### src/shared/ossc_pkg.sv
// package for the option-select setup control block
package ossc_pkg;
  localparam logic [15:0] OSSC_BOARD_ADDR = 16'h0094;
  localparam logic [15:0] OSSC_ADAPTER_ADDR = 16'h0096;
  localparam logic [15:0] OSSC_POS_LO = 16'h0100;
  localparam logic [15:0] OSSC_POS_HI = 16'h0107;
  localparam logic [7:0] OSSC_BOARD_RST = 8'hFF;
  localparam logic [7:0] OSSC_ADAPTER_RST = 8'h00;
  localparam int OSSC_BIT_BOARD = 7;
  localparam int OSSC_BIT_VIDEO = 5;
  localparam int OSSC_BIT_CHRST = 7;
  localparam int OSSC_BIT_CARD = 3;
  localparam int OSSC_CLK_NS = 8;
  localparam int OSSC_WAIT_CYC_NS = 300;
  localparam int OSSC_REFRESH_NS = 500;
  localparam int OSSC_REFRESH_PERIOD_NS = 15100;
  localparam int OSSC_WAIT_CYC = (OSSC_WAIT_CYC_NS + OSSC_CLK_NS - 1)
                                 / OSSC_CLK_NS;
  localparam int OSSC_REFRESH_CYC = (OSSC_REFRESH_NS + OSSC_CLK_NS - 1)
                                    / OSSC_CLK_NS;
  localparam int OSSC_REFRESH_PERIOD_CYC = OSSC_REFRESH_PERIOD_NS
                                           / OSSC_CLK_NS;
  // wide enough for the longest burst: 38 + (255 + 255) * 15 clocks
  localparam int OSSC_CNT_W = 13;
  typedef enum logic [2:0] {
    OSSC_CYC_RAM, OSSC_CYC_ROM, OSSC_CYC_EXT, OSSC_CYC_MASTER,
    OSSC_CYC_DMA_SINGLE, OSSC_CYC_DMA_BURST
  } ossc_cyc_t;
endpackage

### src/hdl/ossc_timer.sv
// cycle-length timer: holds busy for a loaded number of clocks
module ossc_timer
  import ossc_pkg::*;
(
  input wire logic sys_clk_i,
  input wire logic nrst_i,
  input wire logic load_i,
  input wire logic [OSSC_CNT_W-1:0] count_i,
  output logic busy_o,
  output logic done_o
);
  logic [OSSC_CNT_W-1:0] cnt_q;
  always_ff @(posedge sys_clk_i) begin
    if (!nrst_i) begin
      cnt_q <= '0;
    end else if (load_i) begin
      cnt_q <= count_i;
    end else if (cnt_q != '0) begin
      cnt_q <= cnt_q - 1'b1;
    end
  end
  always_ff @(posedge sys_clk_i) begin
    if (!nrst_i) begin
      done_o <= 1'b0;
    end else begin
      done_o <= !load_i && (cnt_q == {{(OSSC_CNT_W-1){1'b0}}, 1'b1});
    end
  end
  assign busy_o = (cnt_q != '0);
endmodule

### src/hdl/ossc_top.sv
// option-select setup strobes, enable/setup registers and cycle timing
// Behaviour
// - pos window answered only under own strobe
// - board bit5 low strobes video setup
// - adapter bit3 high strobes adapter setup
// - board bit7 low strobes board setup
// - setup registers take 8-bit transfers only
// - processor RAM access one wait, 300ns
// - processor ROM access one wait, 300ns
// - extended channel cycle one wait, 300ns
// - refresh at least 500ns, every 15.1us
// - bus master RAM cycle at least 300ns
// - single DMA is 300ns plus accesses
// - burst DMA is 300ns plus N accesses
// - registers read/write, board resets to FF
module ossc_top
  import ossc_pkg::*;
(
  input wire logic sys_clk_i,
  input wire logic nrst_i,
  input wire logic io_wr_i,
  input wire logic io_rd_i,
  input wire logic io_wide_i,
  input wire logic [15:0] io_addr_i,
  input wire logic [7:0] io_wdata_i,
  output logic [7:0] io_rdata_o,
  output logic io_rvalid_o,
  output logic video_setup_o,
  output logic board_setup_o,
  output logic adapter_setup_o,
  output logic [2:0] adapter_sel_o,
  output logic channel_reset_o,
  output logic video_pos_en_o,
  output logic board_pos_en_o,
  output logic adapter_pos_en_o,
  output logic setup_conflict_o,
  input wire logic cyc_start_i,
  input wire ossc_cyc_t cyc_kind_i,
  input wire logic [7:0] dma_io_cyc_i,
  input wire logic [7:0] dma_mem_cyc_i,
  input wire logic [3:0] dma_count_i,
  output logic cyc_busy_o,
  output logic cyc_ready_o,
  output logic refresh_req_o
);
  logic [7:0] board_q;
  logic [7:0] adapter_q;
  logic sel_board;
  logic sel_adapter;
  logic in_pos;
  logic [OSSC_CNT_W-1:0] load_cnt;
  logic tmr_busy;
  logic tmr_done;
  logic [OSSC_CNT_W-1:0] refresh_q;
  logic [OSSC_CNT_W-1:0] refresh_len_q;

  function automatic logic in_range(input logic [15:0] a,
                                    input logic [15:0] lo,
                                    input logic [15:0] hi);
    in_range = (a >= lo) && (a <= hi);
  endfunction

  // 16-bit accesses are simply ignored so they cannot half-write a register
  assign sel_board = (io_addr_i == OSSC_BOARD_ADDR) && !io_wide_i;
  assign sel_adapter = (io_addr_i == OSSC_ADAPTER_ADDR) && !io_wide_i;
  assign in_pos = in_range(io_addr_i, OSSC_POS_LO, OSSC_POS_HI);

  always_ff @(posedge sys_clk_i) begin
    if (!nrst_i) begin
      board_q <= OSSC_BOARD_RST;
    end else if (io_wr_i && sel_board) begin
      board_q <= io_wdata_i;
    end
  end

  always_ff @(posedge sys_clk_i) begin
    if (!nrst_i) begin
      adapter_q <= OSSC_ADAPTER_RST;
    end else if (io_wr_i && sel_adapter) begin
      adapter_q <= io_wdata_i;
    end
  end

  always_ff @(posedge sys_clk_i) begin
    if (!nrst_i) begin
      io_rdata_o <= 8'h00;
      io_rvalid_o <= 1'b0;
    end else begin
      io_rvalid_o <= io_rd_i && (sel_board || sel_adapter);
      if (io_rd_i && sel_board) begin
        io_rdata_o <= board_q;
      end else if (io_rd_i && sel_adapter) begin
        io_rdata_o <= adapter_q;
      end else begin
        io_rdata_o <= 8'h00;
      end
    end
  end

  // strobes follow the stored bits; a write shows on the next clock
  always_ff @(posedge sys_clk_i) begin
    if (!nrst_i) begin
      video_setup_o <= 1'b0;
      board_setup_o <= 1'b0;
      adapter_setup_o <= 1'b0;
      adapter_sel_o <= 3'h0;
      channel_reset_o <= 1'b0;
      setup_conflict_o <= 1'b0;
    end else begin
      video_setup_o <= !board_q[OSSC_BIT_VIDEO];
      board_setup_o <= !board_q[OSSC_BIT_BOARD];
      adapter_setup_o <= adapter_q[OSSC_BIT_CARD];
      adapter_sel_o <= adapter_q[2:0];
      channel_reset_o <= adapter_q[OSSC_BIT_CHRST];
      // flags a software misstep; hardware cannot refuse the write
      setup_conflict_o <= adapter_q[OSSC_BIT_CARD] &&
        (!board_q[OSSC_BIT_VIDEO] || !board_q[OSSC_BIT_BOARD]);
    end
  end

  always_ff @(posedge sys_clk_i) begin
    if (!nrst_i) begin
      video_pos_en_o <= 1'b0;
      board_pos_en_o <= 1'b0;
      adapter_pos_en_o <= 1'b0;
    end else begin
      video_pos_en_o <= in_pos && !board_q[OSSC_BIT_VIDEO];
      board_pos_en_o <= in_pos && !board_q[OSSC_BIT_BOARD];
      adapter_pos_en_o <= in_pos && adapter_q[OSSC_BIT_CARD];
    end
  end

  always_comb begin
    load_cnt = OSSC_CNT_W'(OSSC_WAIT_CYC);
    case (cyc_kind_i)
      OSSC_CYC_RAM: load_cnt = OSSC_CNT_W'(OSSC_WAIT_CYC);
      OSSC_CYC_ROM: load_cnt = OSSC_CNT_W'(OSSC_WAIT_CYC);
      OSSC_CYC_EXT: load_cnt = OSSC_CNT_W'(OSSC_WAIT_CYC);
      OSSC_CYC_MASTER: load_cnt = OSSC_CNT_W'(OSSC_WAIT_CYC);
      OSSC_CYC_DMA_SINGLE: load_cnt = OSSC_CNT_W'(OSSC_WAIT_CYC)
        + OSSC_CNT_W'(dma_io_cyc_i) + OSSC_CNT_W'(dma_mem_cyc_i);
      OSSC_CYC_DMA_BURST: load_cnt = OSSC_CNT_W'(OSSC_WAIT_CYC)
        + OSSC_CNT_W'((9'(dma_io_cyc_i) + 9'(dma_mem_cyc_i))
                      * 13'(dma_count_i));
      default: load_cnt = OSSC_CNT_W'(OSSC_WAIT_CYC);
    endcase
  end

  ossc_timer u_timer (
    .sys_clk_i(sys_clk_i),
    .nrst_i(nrst_i),
    .load_i(cyc_start_i && !tmr_busy),
    .count_i(load_cnt),
    .busy_o(tmr_busy),
    .done_o(tmr_done)
  );

  always_ff @(posedge sys_clk_i) begin
    if (!nrst_i) begin
      cyc_busy_o <= 1'b0;
      cyc_ready_o <= 1'b0;
    end else begin
      cyc_busy_o <= tmr_busy || (cyc_start_i && !tmr_busy);
      cyc_ready_o <= tmr_done;
    end
  end

  // refresh period counter, then hold request for the least refresh length
  always_ff @(posedge sys_clk_i) begin
    if (!nrst_i) begin
      refresh_q <= '0;
    end else if (refresh_q == OSSC_CNT_W'(OSSC_REFRESH_PERIOD_CYC - 1)) begin
      refresh_q <= '0;
    end else begin
      refresh_q <= refresh_q + 1'b1;
    end
  end

  always_ff @(posedge sys_clk_i) begin
    if (!nrst_i) begin
      refresh_len_q <= '0;
      refresh_req_o <= 1'b0;
    end else begin
      if (refresh_q == OSSC_CNT_W'(OSSC_REFRESH_PERIOD_CYC - 1)) begin
        refresh_len_q <= OSSC_CNT_W'(OSSC_REFRESH_CYC);
      end else if (refresh_len_q != '0) begin
        refresh_len_q <= refresh_len_q - 1'b1;
      end
      refresh_req_o <= (refresh_q == OSSC_CNT_W'(OSSC_REFRESH_PERIOD_CYC - 1))
                       || (refresh_len_q > OSSC_CNT_W'(1));
    end
  end

  a_video_strobe: assert property (@(posedge sys_clk_i) disable iff (!nrst_i)
    io_wr_i && sel_board && !io_wdata_i[OSSC_BIT_VIDEO] |=> ##1 video_setup_o)
    else $error("video strobe missing");
  a_board_strobe: assert property (@(posedge sys_clk_i) disable iff (!nrst_i)
    io_wr_i && sel_board |=> ##1 board_setup_o == !$past(io_wdata_i[7], 2))
    else $error("board strobe wrong");
  a_adapter_strobe: assert property (@(posedge sys_clk_i) disable iff (!nrst_i)
    io_wr_i && sel_adapter |=> ##1 adapter_setup_o == $past(io_wdata_i[3], 2))
    else $error("adapter strobe wrong");
  a_pos_gate: assert property (@(posedge sys_clk_i) disable iff (!nrst_i)
    adapter_pos_en_o |-> $past(in_pos) && adapter_setup_o)
    else $error("pos window open without strobe");
  a_reg_readback: assert property (@(posedge sys_clk_i) disable iff (!nrst_i)
    io_wr_i && sel_adapter ##1 io_rd_i && sel_adapter && !io_wr_i
    |=> io_rdata_o == $past(io_wdata_i, 2))
    else $error("readback mismatch");
  a_wide_ignored: assert property (@(posedge sys_clk_i) disable iff (!nrst_i)
    io_wr_i && io_wide_i |=> $stable(board_q) && $stable(adapter_q))
    else $error("wide write changed register");
  a_ram_length: assert property (@(posedge sys_clk_i) disable iff (!nrst_i)
    cyc_start_i && !tmr_busy && cyc_kind_i == OSSC_CYC_RAM
    |-> ##39 !cyc_ready_o ##1 cyc_ready_o)
    else $error("ram cycle length wrong");
  a_refresh_len: assert property (@(posedge sys_clk_i) disable iff (!nrst_i)
    $rose(refresh_req_o) |-> refresh_req_o [*8])
    else $error("refresh too short");

  // counts the whole pulse; a short repetition cannot see it cut early
  logic [OSSC_CNT_W-1:0] refresh_run_q;
  always_ff @(posedge sys_clk_i) begin
    if (!nrst_i) begin
      refresh_run_q <= '0;
    end else if (refresh_req_o) begin
      refresh_run_q <= refresh_run_q + 1'b1;
    end else begin
      refresh_run_q <= '0;
    end
  end
  a_refresh_min: assert property (@(posedge sys_clk_i) disable iff (!nrst_i)
    $fell(refresh_req_o) |-> refresh_run_q >= OSSC_CNT_W'(OSSC_REFRESH_CYC))
    else $error("refresh shorter than minimum");
  a_reset_ff: assert property (@(posedge sys_clk_i)
    !nrst_i |=> board_q == OSSC_BOARD_RST)
    else $error("board reset value wrong");
  c_adapter_setup: cover property (@(posedge sys_clk_i) adapter_setup_o);
  c_video_setup: cover property (@(posedge sys_clk_i) video_setup_o);
  c_dma_burst: cover property (@(posedge sys_clk_i)
    cyc_start_i && cyc_kind_i == OSSC_CYC_DMA_BURST);
endmodule

### config.mk
export PLATFORM = sky130hd
export DESIGN_NAME = ossc_top
export DESIGN_NICKNAME = d
export VERILOG_FILES = /design/src/shared/ossc_pkg.sv /design/src/hdl/ossc_timer.sv /design/src/hdl/ossc_top.sv
export SDC_FILE = /design/constraint.sdc
export NUM_CORES = 1
export LEC_CHECK = 0
export BUFFER_PORTS_ARGS = -buffer_cell sky130_fd_sc_hd__buf_2
export CAP_MARGIN = 40
export CORE_UTILIZATION = 40
export CTS_CLUSTER_SIZE = 8
export DETAILED_ROUTE_END_ITERATION = 7
export GPL_ROUTABILITY_DRIVEN = 1
export PLACE_DENSITY = 0.68
export SLEW_MARGIN = 20
export SYNTH_ARGS = -nofsm -noshare
export SYNTH_HDL_FRONTEND = slang
export SYNTH_HIERARCHICAL = 1
export SYNTH_SLANG_ARGS = --single-unit
export TNS_END_PERCENT = 20
### constraint.sdc
create_clock -name sys_clk_i -period 6.4 [get_ports sys_clk_i]
set_input_delay 0.64 -clock sys_clk_i [delete_from_list [all_inputs] [get_ports sys_clk_i]]
set_output_delay 0.64 -clock sys_clk_i [all_outputs]
set_load 0.01 [all_outputs]
==> impl_metrics.py <==
metrics = {
    "run_status": {
        "status": "finished, final reports clean",
    },
    "grt": {
        "grt_pass1_vias": 4374,
        "antenna_found_initial": 0,
        "overflow": 0,
        "track_usage_pct": 17.02,
        "grt_max_degree": 50,
        "grt_pass1_wl_um": 19750,
    },
    "floorplanning": {
        "initial_core_util_pct": 41.72,
        "fp.dieW_um": 117.7,
        "io_pins": 76,
        "dieArea_um2": 13840,
        "die_height_um": 117.7,
        "coreArea_um2": 12820,
        "rows": 41,
    },
    "detailed_routing": {
        "drtIter0Drc": 215,
        "wire_per_inst_um": 13.07,
        "ant_nets": 0,
        "drc_errors": 0,
        "vias": 4423,
        "vias_per_cell": 5.107,
        "wl_um": 11320,
        "first_pass_iters": 4,
    },
    "critical_path": {
        "start_kind": "input port",
        "crit_arrival_ns": 5.00,
        "cp_top_family": "adder cells",
        "crit_chain": "buf_2 > ha_1 > fa_1 > a21oi_1 > o21ai_0 > xor2_1 > and2_1 > fa_1 > fa_1 > ha_1 > ha_1 > o21ai_0 > o21ai_0 > nand3_1 > nor3b_1 > o41a_1 > nand2_1 > o21ai_0",
        "cp_max_fo": 4,
        "worstPathRequired_ns": 6.61,
        "critPathMaxStageDelay_ns": 0.50,
        "slowest_stage": "fa_1",
        "end_kind": "flip-flop",
        "path_buf_inv": 1,
        "cp.depth": 18,
        "worstSetupPathType": "input port to flip-flop",
        "crit_top_cell": "o21ai_0",
        "reg2regPathDepth": 8,
    },
    "sta": {
        "fin_skew_ns": 0.006655,
        "setup_viol": 0,
        "fmax_mhz": 208.6,
        "worst_slack_ns": 1.606,
        "finalCritPeriodShare_pct": 74.90,
        "slew_violations": 0,
        "slew_headroom_pct": 48.57,
        "finalHoldViolCount": 0,
        "grt_setup_unrepaired": "false",
        "layout_min_cycle_time_ns": 4.794,
        "tightestPinTransition_ns": 0.7714,
        "tns_ns": 0,
    },
    "clock_network": {
        "ctsResizeCount": 0,
        "ctsHtreeMaxLevel": 3,
        "clk_path_buf_depth": 2,
        "path_clk_slew_ns": 0.06,
        "cts_root_buf": "clkbuf_16",
        "post_cts_buffers": 0,
        "clock-sinks": 79,
        "clock_latency_ns": 0.33,
        "cts_tree": "yes",
        "hold_buffers": 0,
        "cts_buffers": 9,
    },
    "placement": {
        "port_buffers": 75,
        "dpl.hpwl_um": 8841,
        "dpl.cell_count": 850,
        "dp_worst_setup_slack_ns": 1.321,
        "globalplace.congestion": 0.8666,
    },
    "synth": {
        "ys_async_sr_fraction_pct": 0,
        "synth_top_area_share_pct": 29.56,
        "synth_cell_types": 59,
        "netlist_top_cells_area": "dfxtp_1, ha_1, fa_1",
        "syn_avg_cell_area_um2": 8.671,
        "ys_warn_count": 6,
        "synth_edf_count": 0,
        "ys.flop_type": "dfxtp_1",
        "synth_nets": 738,
        "synth_top_area_cell": "dfxtp_1",
        "syn-cell-area_um2": 5350,
        "seq_area_frac_synth_pct": 29.56,
        "syn-instance-count": 617,
        "ys_ff_latch": 79,
    },
    "final_layout": {
        "post-route-util_pct": 48.13,
        "drive_above_1_share_pct": 14.84,
        "nNetsFinal": 810,
        "layout_common_cells": "dfxtp_1, buf_2, nand2_1",
        "syn_to_final_growth_pct": 15.36,
        "diodes": 0,
        "finalNonFillerCells": 866,
        "final_common_cell": "dfxtp_1",
    },
    "hold_path": {
        "hp-class": "flip-flop to flip-flop",
        "hold-path-cell-count": 2,
    },
    "power": {
        "vdd_drop_max_mv": 0.1401,
        "p_clk_share_pct": 22.4,
        "leakage_nw": 2.796,
        "p_per_area_nw_per_um2": 352.1,
        "pwr-share-comb_pct": 48.3,
        "p_seq_share_pct": 29.3,
        "p_int_mw": 1.311,
        "sw_frac_of_total_pct": 39.65,
        "power_switching_mw": 0.8616,
    },
    "job": {
        "max_cap_viol_count": 0,
    },
}
-- Yosys cell counts, drive strengths merged (4+ instances only) --
| master | count |
|---|---|
| a211oi | 10 |
| a21boi | 9 |
| a21o | 6 |
| a21oi | 24 |
| and2 | 27 |
| buf | 4 |
| clkbuf | 11 |
| dfxtp | 79 |
| fa | 21 |
| ha | 47 |
| inv | 50 |
| mux2i | 19 |
| nand2 | 72 |
| nand3 | 19 |
| nand4 | 8 |
| nand4b | 5 |
| nor2 | 53 |
| nor2b | 9 |
| nor3 | 11 |
| nor3b | 5 |
| nor4 | 4 |
| o21ai | 31 |
| xnor2 | 22 |
| xor2 | 22 |
-- through the flow --
stage	hold slack, ns	power (mW)	area (um^2)
floorplan	0.4119	1.452	5350
global placement	0.4247	1.648	5881
detailed placement	0.4313	1.677	5881
CTS	0.4406	2.182	6172
global route	0.4675	2.352	6172
finish	0.4366	2.173	6172
-- power by group through the flow --
stage	Combinational (mW)	Sequential [mW]	Clock (mW)
after floorplan	0.818	0.634	0
after global placement	1.01	0.642	0
after detailed placement	1.03	0.647	0
after CTS	1.05	0.636	0.498
after global routing	1.18	0.646	0.521
final	1.05	0.637	0.487
-- path summary, 6_finish.rpt --
kind	startpoint	end	slack [ns]
setup / recovery	dma_io_cyc_i[0]	u_timer/cnt_q[8]	1.61
hold / removal	refresh_len_q[12]	refresh_len_q[12]	0.44
setup reg to reg	u_timer/cnt_q[0]	u_timer/cnt_q[12]	3.87
hold reg to reg	refresh_len_q[12]	refresh_len_q[12]	0.44
-- metal layers --
| layer | part of all wire [%] | global-route usage [%] | routed length, um | vias up |
|---|---|---|---|---|
| met5 | 0 | 0 | 0 | - |
| li1 | - | - | - | 2238 |
| met2 | 50 | 30.15 | 5614 | 86 |
| met4 | 1.5 | 7.292 | 165 | 0 |
| met1 | 46 | 20.86 | 5223 | 2088 |
| met3 | 2.8 | 1.696 | 312 | 11 |
-- sequential cells by signal (all words and copies together) (netlist names), 3 cells and up --
| register | count |
|---|---|
| adapter_q | 8 |
| refresh_q | 13 |
| io_rdata_o | 8 |
| u_timer/cnt_q | 13 |
| board_q | 8 |
| refresh_len_q | 13 |
| adapter_sel_o | 3 |
-- area by class of cell --
| cell class | count | area (um^2) |
|---|---|---|
| tap | 172 | 215.2 |
| inverter | 50 | 187.7 |
| multi-input combinational | 473 | 3513 |
| fill | 1227 | 6653 |
| sequential | 79 | 1582 |
| timing repair buffer | 76 | 382.9 |
| clock buffer | 12 | 256.5 |
| clock inverter | 4 | 35.03 |
-- kinds of logic after synthesis --
kind of cell | synth area share [%]
simple gates | 23.57
compound gates | 11.69
buf+inv | 4.771
flops | 29.56
xor+xnor | 7.203
mux | 3.976
fa+ha+maj | 19.22
-- worst min-delay path, delay by kind of cell (launching register included) --
kind	cells	cell delay, ns
buffers and inverters	1	0.05
DFF	1	0.31
AOI/OAI and AO/OA	1	0.04
No activity file was read; power rests on OpenSTA's default activity.
